**src/core/slrm_defs.vh**
```
// register offsets, field positions and reset values of the link monitor
`ifndef SLRM_DEFS_VH
`define SLRM_DEFS_VH
// register indices (printed offsets, not multiples of four)
`define SLRM_IDX_LANE3_FLAGS 8'hE9
`define SLRM_IDX_UNEXP_FLAGS 8'hEA
`define SLRM_IDX_LOCK_01 8'hEB
`define SLRM_IDX_LOCK_23 8'hEC
`define SLRM_IDX_SYNC_STATE 8'hED
`define SLRM_IDX_FLAG_CTRL 8'hEE
`define SLRM_IDX_MISC_INT_EN 8'hEF
// status register of own choosing: alignment buffer errors
`define SLRM_IDX_BUF_ERR 8'hE3
// lane 3 flag field positions
`define SLRM_BIT_MF_LEN_ERR 7
`define SLRM_BIT_TOO_MANY_MF 6
`define SLRM_BIT_TOO_FEW_MF 5
// flag control field positions
`define SLRM_BIT_CLR_BUF_ERR 7
`define SLRM_BIT_AUTO_CLR_CNT 6
`define SLRM_BIT_FREEZE_CNT 5
// reset values
`define SLRM_RST_FLAG_CTRL 8'h00
`define SLRM_RST_MISC_INT_EN 8'h00
// code sync state value meaning initial state
`define SLRM_CS_INIT 2'h0
// multiframe count expected during alignment sequence
`define SLRM_ILA_MF_COUNT 3'h4
// axi response codes
`define SLRM_RESP_OKAY 2'h0
`define SLRM_RESP_SLVERR 2'h2
`endif

```
**src/core/slrm_ila_check.v**
```verilog
// per-lane alignment sequence multiframe checker with sticky error flags
`timescale 1ns/1ps
module slrm_ila_check (
    // clock and reset
    input wire clk,
    input wire arst_n,
    // alignment sequence events
    input wire ilaStart,
    input wire ilaEnd,
    input wire mfEnd,
    input wire mfLenBad,
    // clear of the sticky flags
    input wire clear,
    // flags
    output reg mfLenErr,
    output reg tooMany,
    output reg tooFew
);
`include "slrm_defs.vh"
    reg [2:0] mfCount; // multiframes seen, saturating
    reg active; // inside alignment sequence
    // count multiframes and judge at sequence end; set wins over clear
    always @(posedge clk or negedge arst_n) begin
        if (!arst_n) begin
            mfCount <= 3'h0;
            active <= 1'b0;
            mfLenErr <= 1'b0;
            tooMany <= 1'b0;
            tooFew <= 1'b0;
        end else begin
            if (ilaStart) begin
                active <= 1'b1;
                mfCount <= 3'h0;
            end else if (active && mfEnd && mfCount != 3'h7) begin
                mfCount <= mfCount + 3'h1;
            end
            if (active && ilaEnd) begin
                active <= 1'b0;
            end
            // irregular multiframe length
            if (active && mfEnd && mfLenBad) begin
                mfLenErr <= 1'b1; // [RULE1]
            end else if (clear) begin
                mfLenErr <= 1'b0;
            end
            // more than four multiframes
            if (active && ilaEnd && mfCount > `SLRM_ILA_MF_COUNT) begin
                tooMany <= 1'b1; // [RULE2]
            end else if (clear) begin
                tooMany <= 1'b0;
            end
            // fewer than four multiframes
            if (active && ilaEnd && mfCount < `SLRM_ILA_MF_COUNT) begin
                tooFew <= 1'b1; // [RULE3]
            end else if (clear) begin
                tooFew <= 1'b0;
            end
        end
    end
endmodule // slrm_ila_check

```
**src/core/slrm_lane_mon.v**
```verilog
// per-lane sticky control-character flags and lock state counter
`timescale 1ns/1ps
module slrm_lane_mon (
    // clock and reset
    input wire clk,
    input wire arst_n,
    // decoder events, one-cycle pulses
    input wire [4:0] kSeen,
    input wire kUnexp,
    input wire lockLost,
    // counter and flag clear control
    input wire clrCnt,
    input wire freeze,
    input wire clrFlags,
    // results
    output reg [4:0] kFlags,
    output reg unexpFlag,
    output reg [3:0] lockCount
);
    // sticky flags; an event in the clearing cycle survives
    always @(posedge clk or negedge arst_n) begin
        if (!arst_n) begin
            kFlags <= 5'h00;
            unexpFlag <= 1'b0;
            lockCount <= 4'h0;
        end else begin
            kFlags <= (clrFlags ? 5'h00 : kFlags) | kSeen; // [RULE4]
            unexpFlag <= (unexpFlag & ~clrFlags) | kUnexp; // [RULE5]
            // lock state counter, saturating, clearable, freezable
            if (clrCnt) begin
                lockCount <= 4'h0; // [RULE9]
            end else if (lockLost && !freeze && lockCount != 4'hF) begin
                lockCount <= lockCount + 4'h1; // [RULE6]
            end
        end
    end
endmodule // slrm_lane_mon

```
**src/core/slrm_regs.v**
```verilog
// link receive monitor register bank with AXI4-Lite slave
// Contract
// [RULE1] lane 3 bit 7: irregular multiframe length
// [RULE2] lane 3 bit 6: more than four multiframes
// [RULE3] lane 3 bit 5: fewer than four multiframes
// [RULE4] lane 3 bits 4..0: F K Q A R seen
// [RULE5] unexpected control char flag, lane n bit n
// [RULE6] 4-bit lock counts, two lanes per byte
// [RULE7] 2-bit code sync state per lane packed
// [RULE8] control bit 7 clears buffer error flags
// [RULE9] bit 6 clears counters on link reset
// [RULE10] sync-init enables drive misc interrupt
// [RULE11] buffer error enables drive interrupt
// [RULE12] buffer error flag is pointer out of range
// [RULE13] interrupt is OR of enabled conditions
//
// Decided for this implementation: the AXI4-Lite slave port.
`timescale 1ns/1ps
module slrm_regs (
    // clock and reset
    input wire clk,
    input wire arst_n,
    // axi4-lite write address
    input wire [9:0] awaddr,
    input wire awvalid,
    output wire awready,
    // axi4-lite write data
    input wire [31:0] wdata,
    input wire [3:0] wstrb,
    input wire wvalid,
    output wire wready,
    // axi4-lite write response
    output reg [1:0] bresp,
    output reg bvalid,
    input wire bready,
    // axi4-lite read address
    input wire [9:0] araddr,
    input wire arvalid,
    output wire arready,
    // axi4-lite read data
    output reg [31:0] rdata,
    output reg [1:0] rresp,
    output reg rvalid,
    input wire rready,
    // per physical lane decoder events, five symbols per lane
    input wire [19:0] kSymbolSeen,
    input wire [3:0] kUnexpSeen,
    input wire [3:0] lockLost,
    input wire [7:0] codeSyncState,
    // lane 3 alignment sequence events
    input wire lane3IlaStart,
    input wire lane3IlaEnd,
    input wire lane3MfEnd,
    input wire lane3MfLenBad,
    // per logical lane buffer pointer out of range
    input wire [3:0] bufPtrOutOfRange,
    // reset of the data link processing block
    input wire linkReset,
    // miscellaneous interrupt
    output reg miscIrq
);
`include "slrm_defs.vh"
    // write channel holding registers
    reg awHeld; // write address captured
    reg wHeld; // write data captured
    reg [7:0] awIdx; // captured register index
    reg [7:0] wByte; // captured low byte
    reg wLane0; // low byte strobe
    // control registers
    reg [7:0] flagCtrl; // clear and counter control
    reg [7:0] miscIntEn; // interrupt enables
    // sticky buffer error flags
    reg [3:0] bufErr;
    // lane monitor outputs
    wire [19:0] kFlags;
    wire [3:0] unexpFlags;
    wire [15:0] lockCounts;
    // lane 3 alignment flags
    wire l3MfLen;
    wire l3TooMany;
    wire l3TooFew;
    // link reset synchronizer and edge
    reg linkRstMeta;
    reg linkRstSync;
    reg linkRstPrev;
    wire linkRstRise;
    // status input synchronizers
    reg [7:0] syncMeta;
    reg [7:0] syncState;
    reg [3:0] ptrMeta;
    reg [3:0] ptrSync;
    // read, write, clear and interrupt decode
    reg [7:0] rdByte;
    reg rdHit;
    wire [7:0] arIdx;
    wire doWrite;
    wire writeHit;
    wire clrBufReq;
    wire clrCntReq;
    wire [7:0] initHit;
    integer i;

    // bus handshakes: accept a channel while not holding one
    assign awready = !awHeld && !bvalid;
    assign wready = !wHeld && !bvalid;
    assign arready = !rvalid;
    assign arIdx = araddr[9:2];
    // both halves present: commit the write
    assign doWrite = awHeld && wHeld && !bvalid;
    assign writeHit = awIdx == `SLRM_IDX_FLAG_CTRL ||
        awIdx == `SLRM_IDX_MISC_INT_EN;

    // two-flop synchronisers for signals from the link domain
    always @(posedge clk or negedge arst_n) begin
        if (!arst_n) begin
            linkRstMeta <= 1'b0;
            linkRstSync <= 1'b0;
            linkRstPrev <= 1'b0;
            syncMeta <= 8'h00;
            syncState <= 8'h00;
            ptrMeta <= 4'h0;
            ptrSync <= 4'h0;
        end else begin
            linkRstMeta <= linkReset;
            linkRstSync <= linkRstMeta;
            linkRstPrev <= linkRstSync;
            syncMeta <= codeSyncState;
            syncState <= syncMeta;
            ptrMeta <= bufPtrOutOfRange;
            ptrSync <= ptrMeta;
        end
    end
    assign linkRstRise = linkRstSync && !linkRstPrev;

    // clear counters on link reset only when auto clear is set
    assign clrCntReq = linkRstRise &&
        flagCtrl[`SLRM_BIT_AUTO_CLR_CNT]; // [RULE9]
    assign clrBufReq = flagCtrl[`SLRM_BIT_CLR_BUF_ERR]; // [RULE8]

    // per physical lane monitors
    genvar g;
    generate
        for (g = 0; g < 4; g = g + 1) begin : gLane
            slrm_lane_mon uMon (
                .clk(clk),
                .arst_n(arst_n),
                .kSeen(kSymbolSeen[g*5 +: 5]),
                .kUnexp(kUnexpSeen[g]),
                .lockLost(lockLost[g]),
                .clrCnt(clrCntReq),
                .freeze(flagCtrl[`SLRM_BIT_FREEZE_CNT]),
                .clrFlags(clrCntReq),
                .kFlags(kFlags[g*5 +: 5]),
                .unexpFlag(unexpFlags[g]),
                .lockCount(lockCounts[g*4 +: 4])
            );
            assign initHit[g] = syncState[g*2 +: 2] == `SLRM_CS_INIT;
            assign initHit[g+4] = 1'b0;
        end
    endgenerate

    // lane 3 alignment sequence checker
    slrm_ila_check uIla (
        .clk(clk),
        .arst_n(arst_n),
        .ilaStart(lane3IlaStart),
        .ilaEnd(lane3IlaEnd),
        .mfEnd(lane3MfEnd),
        .mfLenBad(lane3MfLenBad),
        .clear(clrCntReq),
        .mfLenErr(l3MfLen),
        .tooMany(l3TooMany),
        .tooFew(l3TooFew)
    );

    // buffer error flags: out of range sets, clear bit resets
    always @(posedge clk or negedge arst_n) begin
        if (!arst_n) begin
            bufErr <= 4'h0;
        end else begin
            for (i = 0; i < 4; i = i + 1) begin
                if (ptrSync[i]) begin
                    bufErr[i] <= 1'b1; // [RULE12]
                end else if (clrBufReq) begin
                    bufErr[i] <= 1'b0; // [RULE8]
                end
            end
        end
    end

    // miscellaneous interrupt from enabled conditions
    always @(posedge clk or negedge arst_n) begin
        if (!arst_n) begin
            miscIrq <= 1'b0;
        end else begin
            miscIrq <= |(miscIntEn[7:4] & initHit[3:0]) | // [RULE10]
                |(miscIntEn[3:0] & bufErr); // [RULE11] [RULE13]
        end
    end

    // write path: capture address and data in either order
    always @(posedge clk or negedge arst_n) begin
        if (!arst_n) begin
            awHeld <= 1'b0;
            wHeld <= 1'b0;
            awIdx <= 8'h00;
            wByte <= 8'h00;
            wLane0 <= 1'b0;
            bvalid <= 1'b0;
            bresp <= `SLRM_RESP_OKAY;
            flagCtrl <= `SLRM_RST_FLAG_CTRL;
            miscIntEn <= `SLRM_RST_MISC_INT_EN;
        end else begin
            if (awvalid && awready) begin
                awHeld <= 1'b1;
                awIdx <= awaddr[9:2];
            end
            if (wvalid && wready) begin
                wHeld <= 1'b1;
                wByte <= wdata[7:0];
                wLane0 <= wstrb[0];
            end
            if (doWrite) begin
                awHeld <= 1'b0;
                wHeld <= 1'b0;
                bvalid <= 1'b1;
                bresp <= writeHit ? `SLRM_RESP_OKAY : `SLRM_RESP_SLVERR;
                // register write, low byte lane only
                if (wLane0 && awIdx == `SLRM_IDX_FLAG_CTRL) begin
                    flagCtrl <= {wByte[7:5], 5'h00}; // [RULE8]
                end
                if (wLane0 && awIdx == `SLRM_IDX_MISC_INT_EN) begin
                    miscIntEn <= wByte; // [RULE10]
                end
            end else if (bvalid && bready) begin
                bvalid <= 1'b0;
            end
        end
    end

    // read decode of the register map
    always @* begin
        rdByte = 8'h00;
        rdHit = 1'b1;
        case (arIdx)
            `SLRM_IDX_LANE3_FLAGS: begin
                rdByte = {l3MfLen, l3TooMany, l3TooFew,
                    kFlags[19:15]}; // [RULE1] [RULE2] [RULE3] [RULE4]
            end
            `SLRM_IDX_UNEXP_FLAGS: begin
                rdByte = {4'h0, unexpFlags}; // [RULE5]
            end
            `SLRM_IDX_LOCK_01: begin
                rdByte = lockCounts[7:0]; // [RULE6]
            end
            `SLRM_IDX_LOCK_23: begin
                rdByte = lockCounts[15:8]; // [RULE6]
            end
            `SLRM_IDX_SYNC_STATE: begin
                rdByte = syncState; // [RULE7]
            end
            `SLRM_IDX_FLAG_CTRL: begin
                rdByte = flagCtrl;
            end
            `SLRM_IDX_MISC_INT_EN: begin
                rdByte = miscIntEn;
            end
            `SLRM_IDX_BUF_ERR: begin
                rdByte = {4'h0, bufErr}; // [RULE12]
            end
            default: begin
                rdHit = 1'b0;
            end
        endcase
    end

    // read path: answer one cycle after the address is taken
    always @(posedge clk or negedge arst_n) begin
        if (!arst_n) begin
            rvalid <= 1'b0;
            rdata <= 32'h00000000;
            rresp <= `SLRM_RESP_OKAY;
        end else begin
            if (arvalid && arready) begin
                rvalid <= 1'b1;
                rdata <= {24'h000000, rdByte};
                rresp <= rdHit ? `SLRM_RESP_OKAY : `SLRM_RESP_SLVERR;
            end else if (rvalid && rready) begin
                rvalid <= 1'b0;
            end
        end
    end
endmodule // slrm_regs

```
**config.mk**
```make
export PLATFORM = sky130hd
export DESIGN_NAME = slrm_regs
export DESIGN_NICKNAME = d
export VERILOG_FILES = /design/src/core/slrm_ila_check.v /design/src/core/slrm_lane_mon.v /design/src/core/slrm_regs.v
export VERILOG_INCLUDE_DIRS = /design/src /design/src/core
export SDC_FILE = /design/constraint.sdc
export NUM_CORES = 1
export LEC_CHECK = 0
export ABC_CLOCK_PERIOD_IN_PS = 1790
export BUFFER_PORTS_ARGS = -buffer_cell sky130_fd_sc_hd__buf_4
export CAP_MARGIN = 40
export CORE_UTILIZATION = 48
export CTS_CLUSTER_SIZE = 25
export DETAILED_ROUTE_END_ITERATION = 8
export GPL_TIMING_DRIVEN = 0
export PLACE_DENSITY = 0.78
export SKIP_CTS_REPAIR_TIMING = 1
export SYNTH_ARGS = -nofsm -noshare
export SYNTH_HDL_FRONTEND = slang
export SYNTH_HIERARCHICAL = 1
export SYNTH_SLANG_ARGS = --single-unit
```
**constraint.sdc**
```tcl
create_clock -name clk -period 1.79 [get_ports clk]
set_clock_uncertainty 0.2 [all_clocks]
set_input_delay 0.358 -clock clk [delete_from_list [all_inputs] [get_ports clk]]
set_output_delay 0.358 -clock clk [all_outputs]
set_load 0.02 [all_outputs]
```
[Word-level counts from Yosys, hierarchy flattened]
Index checks and enable logic that the tools add are counted.
Cells by class
  $lt $le $gt $ge: 2
  add/sub/neg operators: 5
  muxes and demuxes: 34
  equality and inequality tests: 15
  bitwise operators: 13
  reductions and logical operators: 60
Operators with widths (count)
  $eq 8x8->1 const B: 10
  $pmux 8 s8: 1
  $reduce_bool 2->1: 17
  $mux 4: 8
  $logic_and 1x1->1: 27
  $mux 1: 20
  $add 4x1->4 const B: 4
  $ne 4x4->1 const B: 4
  $and 4x4->4: 2
  $logic_not 2->1: 4
  $reduce_or 4->1: 2
  $reduce_or 8->1: 1
  $logic_not 1->1: 6
  $mux 3: 2
  $mux 5: 1
  $or 1x1->1: 5
  $or 5x5->5: 1
  $and 1x1->1: 4
  $mux 2: 2
  $reduce_and 2->1: 2
  $add 3x1->3 const B: 1
  $gt 3x3->1 const B: 1
  $lt 3x3->1 const B: 1
  $ne 3x3->1 const B: 1
  other kinds (2): 2
Storage, ports and cells
  flip-flop bits (word level): 108
  input bits: 108
  output and inout bits: 42

[Depth between registers and ports, before layout]
Gate-level depths: netlist of run 1.
  depth after elaboration: 6
  depth in mapped cells: 6

[Hierarchy]
The synthesis of run 1 kept the hierarchy.
Modules (own cells, without submodules)
  slrm_regs: instances 1, sequential area each 1851.8 um^2, cells an instance 265, area an instance 3328.2 um^2
  slrm_lane_mon: instances 4, sequential area each 250.2 um^2, cells an instance 34, area an instance 429.2 um^2
  slrm_ila_check: instances 1, sequential area each 175.2 um^2, cells an instance 32, area an instance 354.1 um^2

[Least setup slack after synthesis of run 1]
Ideal clock, no wire load.
  path kind: reg-to-reg
  start point: register bvalid
  end point: register wByte[0]
  setup time: 125 ps
  cell stages (with the launch flop): 5
  arrival time: 1506 ps
  setup slack: -40 ps
  data required time: 1465 ps
  buffers on the path: 1
  clock period less this slack: 1830 ps
  cell sequence: dfrtp_1 nor2_1 and2_1 buf_2 mux2_2
On the way
  word-level cells in the longest chain between the ends: 3
Ends and longest elaborated chain
  start, declared: line slrm_regs.v:34  | output reg bvalid,
  start signal, assigned: line slrm_regs.v:209  | bvalid <= 1'b0;
  start signal, assigned: line slrm_regs.v:226  | bvalid <= 1'b1;
  start signal, assigned: line slrm_regs.v:236  | bvalid <= 1'b0;
  $logic_not 1->1: line slrm_regs.v:105  | assign wready = !wHeld && !bvalid;
  $logic_and 1x1->1: line slrm_regs.v:105
  named net wready: line slrm_regs.v:31  | output wire wready,
  $logic_and 1x1->1: line slrm_regs.v:218  | if (wvalid && wready) begin
  end signal, assigned: line slrm_regs.v:220  | wByte <= wdata[7:0];
  end, declared: line slrm_regs.v:67  | reg [7:0] wByte;
The timed path passes the listed nets, and every way through them passes these cells.
A chain may end at the register's enable or synchronous reset.

[Worst setup path after layout of run 1]
  start point: register awIdx[4]
  end point: register flagCtrl[6]
On the way
  word-level cells in the longest chain between the ends: 3
Ends and longest elaborated chain
  start, declared: line slrm_regs.v:66  | reg [7:0] awIdx;
  start signal, assigned: line slrm_regs.v:216  | awIdx <= awaddr[9:2];
  $eq 8x8->1 (no source line)
  $logic_and 1x1->1 (no source line)
  $reduce_and 2->1 (no source line)
  end signal, assigned: line slrm_regs.v:211  | flagCtrl <= `SLRM_RST_FLAG_CTRL;
  end signal, assigned: line slrm_regs.v:230  | flagCtrl <= {wByte[7:5], 5'h00};
  end, declared: line slrm_regs.v:70  | reg [7:0] flagCtrl;
Every way passes these cells.

==> out/qor.csv, run 1 <==
metric,value,unit
status,finished clean,
layout_setup_ws,0.0650,ns
switching_share,32.2,%
dr.pass1.iters,4,
finalCritPeriodShare,96.4,%
grt_pass1_vias,3265,
area_growth,30.6,%
hp-class,primary input to register,
p_sw,0.00224,W
wl_per_cell,14.8,um
dp_hpwl,7.33,mm
die_w,103,um
drcViolationCount,0,
syn_area,4910,um^2
setup_viol,0,
p_comb_share,28.8,%
seqPwrFrac,49.0,%
antenna_found_initial,0,
wl_met3,561,um
grtUsageTotal,19.9,%
wl_met2,5.27,mm
avgSynthCellArea,12.2,um^2
dp_cells,638,
tns,0,ns
gp_congestion,0.834,
die_y,103,um
grt_start_max_net_pins,56,
r2r_slack,0.06,ns
crit_type,register to register,
instances_no_fill,695,
grt_overflow_total,0,
power.leakage,2.97,nW
start_util,49.8,%
min_period,1.73,ns
slew_headroom,51.2,%
cp.arrival,1.79,ns
synthCells,403,
finalWirelength,10.3,mm
clk_latency,0.37,ns
place_area,5780,um^2
tritoncts.num_buffers,9,
hold_viol,0,
p_int,0.00472,W
grt_pass1_wl,15.7,mm
ctsLongestPathBuffers,2,
dieArea,10600,um^2
htree_num_levels,3,
design_power_total,0.00696,W
dp_slack,0.0128,ns
avgViaCountPerCell,5.09,
vias,3538,
numPortBuffers,75,
ys_warn_count,6,
drt_iter0_markers,149,
antenna_cells,0,
cts_tree,built,
stdcell_area,6410,um^2
drive_above_1_share,32.6,%
final_nets,672,
top_layer,met4,
cap_violations,0,
p_per_area,1080,nW/um^2
min_path_cells,2,
path_clk_slew,0.11,ns
boundaryPins,150,
ant_nets,0,
max_clock_freq,580,MHz
end_kind,register,
path_max_fanout,3,
startpoint_type,register,
p_clk_share,22.2,%
core,9860,um^2
drv_slew,0,
numClockSinks,106,
reg2regPathDepth,4,
m1WireLength,4.32,mm
num_rows,36,
cp.required,1.85,ns
worst_pin_slew,0.732,ns
peakVddDrop,0.644,mV
cts_root_buffer,clkbuf_8,
[cell usage in the layout (no fill, tap or decap), types with 4 or more instances in the layout]
cell type        n
inv_1           15
ha_1             7
nor3b_1          5
a311oi_1         7
buf_2            5
mux2i_1         18
nand2_1         11
a21o_1          15
a21oi_1         11
conb_1          26
dlygate4sd3_1   40
nand4bb_1        6
nand2b_1        13
and4b_1          8
o21ai_1          5
o21ai_0          9
nor3_1          10
mux2_2          31
and2_4           4
nor2b_1         14
nor2_1          14
clkbuf_8         9
nand3_1         11
mux2_4           5
buf_4          102
dfrtp_1        106
buf_6            5
[critical path: stages, from the launching register on]
cell      delay [ns]
dfrtp_1         0.39
nand4b_1        0.19
nor2_2          0.19
and4b_2         0.30
mux2_2          0.33
[worst paths after layout]
| check | startpoint | to |
|---|---|---|
| min in group asynchronous | arst_n | uIla/mfCount[0] |
| hold reg to reg | syncMeta[6] | syncState[6] |
| setup / recovery | awIdx[4] | flagCtrl[6] |
| hold / removal | wdata[6] | wByte[6] |
| setup reg to reg | awIdx[4] | flagCtrl[6] |
| max in group asynchronous | arst_n | miscIntEn[0] |
[cell type report]
cell class / instances / area [um^2]
clock buffers: 9 / 124
plain buffers: 38 / 297
well taps: 133 / 166
flip-flops and latches: 106 / 2650
multi-input cells: 269 / 2020
clock inverters: 7 / 83.8
repair buffers: 118 / 1010
inverters: 15 / 56.3
fillers: 737 / 3450
[power by group through the flow]
stage	Clock [W]	Combinational, W	Sequential [W]
detailed placement	0	0.00192	0.00342
global route	0.00168	0.00221	0.00348
floorplan	0	0.00136	0.00334
global placement	0	0.00181	0.00340
CTS	0.00158	0.00192	0.00339
finish	0.00154	0.00201	0.00341
[per-stage QoR]
step                util, %  hold slack [ns]
finish                 65.0           0.0197
global route           65.0          0.00204
CTS                    60.7           -0.145
detailed placement     58.6            0.135
global placement       58.2            0.136
floorplan                 -           -0.138
[routing by layer]
layer	track usage, %	up-vias
met2	31.8	100
met3	6.17	11
met4	6.28	0
li1	-	1700
met5	0	-
met1	26.0	1727
[registers in the layout, summed over array words and instances (netlist names), 4 cells and up]
signal,flops
gLane.uMon/lockCount,16
rdata,8
syncState,8
miscIntEn,8
wByte,8
awIdx,8
ptrMeta,4
gLane.uMon/kFlags,5
gLane.uMon/unexpFlag,4
bufErr,4
ptrSync,4
syncMeta,8
Power figures use the tool's default switching activity.
==> run 2, diff against run 1 <==
--- a/config.mk
+++ b/config.mk
@@ -13,6 +13,7 @@
 export CTS_CLUSTER_SIZE = 25
 export DETAILED_ROUTE_END_ITERATION = 8
 export GPL_TIMING_DRIVEN = 0
+export MAX_ROUTING_LAYER = met4
 export PLACE_DENSITY = 0.78
 export SKIP_CTS_REPAIR_TIMING = 1
 export SYNTH_ARGS = -nofsm -noshare
==> out/qor.csv, run 2 (synthesis gave the netlist of run 1 again) <==
metric,value,unit,change
dr.pass1.iters,4,,unchanged
cp.required,1.86,ns,was 1.85 ns
final_nets,657,,was 672
finalCritPeriodShare,96.5,%,was 96.4%
area_growth,28.0,%,was 30.6%
grt_overflow_total,0,,unchanged
final_cell_mix,"dfrtp_1 (106), buf_4 (101), mux2_2 (31)",,"was dfrtp_1 (106), buf_4 (102), dlygate4sd3_1 (40)"
startpoint_type,register,,unchanged
clk_latency,0.37,ns,about the same
end_kind,register,,unchanged
crit_type,register to register,,unchanged
path_max_fanout,4,,was 3
tritoncts.num_buffers,9,,unchanged
antenna_found_initial,0,,unchanged
drcViolationCount,0,,unchanged
instances_no_fill,680,,was 695
numClockSinks,106,,unchanged
rsz0062_at_grt,no,,
num_rows,36,,unchanged
vias,3430,,was 3538
antenna_cells,0,,unchanged
ant_nets,0,,unchanged
fin_util,63.7,%,was 65.0%
finalWirelength,9.73,mm,was 10.3 mm
grt_start_max_net_pins,57,,was 56
drv_slew,0,,unchanged
hp-class,primary input to register,,unchanged
setup_viol,0,,unchanged
max_clock_freq,579,MHz,was 580 MHz
grt_pass1_wl,15.5,mm,was 15.7 mm
cts_root_buffer,clkbuf_8,,unchanged
cap_violations,0,,unchanged
hold_ws,0.00566,ns,was 0.0197 ns
start_util,49.8,%,unchanged
die_w,103,um,unchanged
wl_per_cell,14.3,um,was 14.8 um
dp_cells,638,,unchanged
grt_pass1_vias,3254,,was 3265
r2r_slack,0.06,ns,about the same
grtUsageTotal,20.1,%,was 19.9%
peakVddDrop,0.729,mV,was 0.644 mV
avgViaCountPerCell,5.04,,was 5.09
p_per_area,1100,nW/um^2,was 1080 nW/um^2
place_area,5780,um^2,unchanged
stdcell_area,6280,um^2,was 6410 um^2
layout_commonest_cell,dfrtp_1,,unchanged
largest_reg_flops,16,,unchanged
worst_pin_slew,0.729,ns,was 0.732 ns
slew_headroom,51.4,%,was 51.2%
hold_viol,0,,unchanged
die_y,103,um,unchanged
core,9860,um^2,unchanged
drt_iter0_markers,148,,was 149
gp_congestion,0.848,,was 0.834
path_clk_slew,0.10,ns,was 0.11 ns
dieArea,10600,um^2,unchanged
htree_num_levels,3,,unchanged
drive_above_1_share,33.1,%,was 32.6%
ctsLongestPathBuffers,2,,unchanged
dp_hpwl,7.22,mm,was 7.33 mm
cts_tree,built,,unchanged
numPortBuffers,75,,unchanged
regMostFlops,gLane.uMon/lockCount,,unchanged
min_period,1.73,ns,about the same
power.leakage,2.91,nW,was 2.97 nW
tns,0,ns,unchanged
status,finished clean,,unchanged
boundaryPins,150,,unchanged
cp.arrival,1.80,ns,was 1.79 ns
-- run 2: power breakdown --
part	switching (W)	internal [W]	leakage (nW)	total (W)
Combinational	0.000865	0.00109	1.57	0.00195
Clock	0.000827	0.000742	0.109	0.00157
Sequential	0.000460	0.00292	1.23	0.00338
Total	0.00215	0.00475	2.91	0.00690
-- run 2: final timing paths --
path / endpoint / start / depth (start not counted)
worst min register to register: syncState[2] / syncMeta[2] / 0
min in group asynchronous: syncState[5] / arst_n / 2
max in group asynchronous: ptrSync[3] / arst_n / 3
worst max-delay path: flagCtrl[7] / bvalid / 4
worst max register to register: flagCtrl[7] / bvalid / 4
worst min-delay path: wByte[6] / wdata[6] / 2
-- run 2: layer usage --
| layer | vias up | share of wire, % | routed length, um | GRT usage, % |
|---|---|---|---|---|
| met5 | - | 0 | 0 | - |
| met4 | 0 | 1.3 | 123 | 6.83 |
| met3 | 14 | 5.5 | 537 | 5.15 |
| met2 | 98 | 49 | 4740 | 30.6 |
| met1 | 1655 | 45 | 4340 | 26.3 |
| li1 | 1663 | - | - | - |
-- run 2: area by class of cell --
cell class,instances,area [um^2]
Fill cell,761,3580
Sequential cell,106,2650
Multi-Input combinational cell,269,2020
Timing Repair Buffer,103,866
Buffer,38,297
Tap cell,133,166
Clock buffer,11,151
Clock inverter,5,71.3
Inverter,15,56.3
-- run 2: worst max-delay path, stage by stage, from the launching register on --
cell     delay [ns]
dfrtp_1        0.43
inv_1          0.11
and3_1         0.25
and4b_2        0.30
mux2_2         0.34
-- run 2: per-stage QoR --
stage | power [W] | setup slack [ns]
floorplan | 0.00470 | 0.0499
global placement | 0.00521 | -0.297
detailed placement | 0.00531 | -0.00996
CTS | 0.00688 | 0.00935
global route | 0.00734 | 0.00575
finish | 0.00690 | 0.0635
==> run 3, diff against run 2 <==
--- a/config.mk
+++ b/config.mk
@@ -6,6 +6,7 @@
 export SDC_FILE = /design/constraint.sdc
 export NUM_CORES = 1
 export LEC_CHECK = 0
+export ABC_AREA = 1
 export ABC_CLOCK_PERIOD_IN_PS = 1790
 export BUFFER_PORTS_ARGS = -buffer_cell sky130_fd_sc_hd__buf_4
 export CAP_MARGIN = 40
==> out/qor.csv, run 3 <==
metric,value,unit,change
dr.pass1.iters,4,,unchanged
critPathSlowestCell,dfrtp_1,,unchanged
min_period,1.73,ns,about the same
slew_headroom,64.6,%,was 51.4%
peakVddDrop,0.819,mV,was 0.729 mV
cap_violations,0,,unchanged
max_clock_freq,580,MHz,was 579 MHz
regMostFlops,gLane.uMon/lockCount,,unchanged
dieArea,11000,um^2,was 10600 um^2
instances_no_fill,853,,was 680
clk_latency,0.38,ns,was 0.37 ns
path_clk_slew,0.11,ns,was 0.10 ns
area_growth,27.2,%,was 28.0%
p_per_area,1050,nW/um^2,was 1100 nW/um^2
drv_slew,0,,unchanged
drive_above_1_share,25.2,%,was 33.1%
grt_start_max_net_pins,68,,was 57
final_nets,828,,was 657
crit_type,register to output port,,was register to register
cts_root_buffer,clkbuf_8,,unchanged
power.leakage,3.51,nW,was 2.91 nW
avgSynthCellArea,8.89,um^2,was 12.2 um^2
final_cell_mix,"nand2_1 (137), buf_4 (107), dfrtp_1 (106)",,"was dfrtp_1 (106), buf_4 (101), mux2_2 (31)"
avgViaCountPerCell,4.81,,was 5.04
hp-class,primary input to register,,unchanged
start_util,49.2,%,was 49.8%
grt_pass1_vias,3802,,was 3254
ant_nets,0,,unchanged
end_kind,output port,,was register
antenna_found_initial,0,,unchanged
hold_ws,-0.0117,ns,was 0.00566 ns
startpoint_type,register,,unchanged
fillers,880,,was 761
dp_cells,809,,was 638
worst_pin_slew,0.531,ns,was 0.729 ns
ys_warn_count,6,,unchanged
design_power_total,0.00677,W,was 0.00690 W
min_path_cells,2,,unchanged
cp.arrival,1.17,ns,was 1.80 ns
grt_overflow_total,0,,unchanged
wl_per_cell,12.2,um,was 14.3 um
finalCritPeriodShare,96.4,%,was 96.5%
layout_setup_ws,0.0644,ns,was 0.0635 ns
hold_viol,1,,was 0
reg2regPathDepth,7,,was 4
syn_area,5060,um^2,was 4910 um^2
status,"finished, violations left",,was finished clean
violations,hold timing,,
numPortBuffers,77,,was 75
num_rows,37,,was 36
cp_cell_sequence,nor2_1 > buf_4,,was inv_1 > and3_1 > and4b_2 > mux2_2
setup_viol,0,,unchanged
largest_reg_flops,16,,unchanged
grt_pass1_wl,17.2,mm,was 15.5 mm
core,10300,um^2,was 9860 um^2
tritoncts.num_buffers,9,,unchanged
numClockSinks,106,,unchanged
htree_num_levels,3,,unchanged
dp_slack,0.150,ns,was -0.00996 ns
path_max_fanout,4,,unchanged
dp_hpwl,7.57,mm,was 7.22 mm
drt_iter0_markers,248,,was 148
die_y,105,um,was 103 um
cts_tree,built,,unchanged
grtUsageTotal,20.3,%,was 20.1%
drcViolationCount,0,,unchanged
gp_congestion,0.861,,was 0.848
boundaryPins,150,,unchanged
layout_commonest_cell,nand2_1,,was dfrtp_1
ctsLongestPathBuffers,2,,unchanged
antenna_cells,0,,unchanged
cp.required,1.23,ns,was 1.86 ns
fin_util,62.6,%,was 63.7%
die_w,105,um,was 103 um
finalWirelength,10.4,mm,was 9.73 mm
vias,4102,,was 3430
synthCells,569,,was 403
critPathMaxStageDelay,0.43,ns,about the same
[run 3: layout make-up]
cell class / instances / area (um^2) / share of cell area [%]
buffer: 34 / 256 / 3.99
clock buffer: 9 / 124 / 1.92
clock inverter: 6 / 75.1 / 1.17
inverter: 68 / 255 / 3.97
multi-input combinational: 386 / 1990 / 30.9
sequential: 106 / 2650 / 41.2
tap: 136 / 170 / 2.64
timing repair buffer: 108 / 911 / 14.2
[run 3: metrics by stage]
step,cell area (um^2),setup TNS (ns)
final,6430,0
after global routing,6430,-0.000276
after global placement,5900,-4.84
after floorplan,5150,0
after CTS,6140,0
after detailed placement,5950,0
[run 3: where the power goes]
part	switching, W	total, W	internal, W
logic	0.00101	0.00183	0.000816
clock network	0.000838	0.00150	0.000659
registers	0.000517	0.00344	0.00292
total	0.00237	0.00677	0.00440
[run 3: path summary, 6_finish.rpt]
check | from | end | slack, ns
worst max register to register | bvalid | miscIntEn[6] | 0.18
worst max-delay path | bvalid | wready | 0.06
worst min-delay path | kSymbolSeen[19] | gLane[3].uMon/kFlags[4] | -0.01
min in group asynchronous | arst_n | awIdx[2] | 0.28
max in group asynchronous | arst_n | syncState[2] | 0.40
worst min register to register | syncMeta[3] | syncState[3] | 0.15
[run 3: worst max-delay path: cells and delay by family, from the launching register on]
family / cells / cell delay [ns]
AND/OR/NAND/NOR: 1 / 0.18
flip-flops: 1 / 0.43
buffers and inverters: 1 / 0.17
[run 3: metal layers]
metal	wire length [um]	up-vias	track usage, %
li1	-	2046	-
met1	4480	1916	24.9
met2	5190	120	33.8
met3	485	20	3.12
met4	228	0	7.75
met5	0	-	-
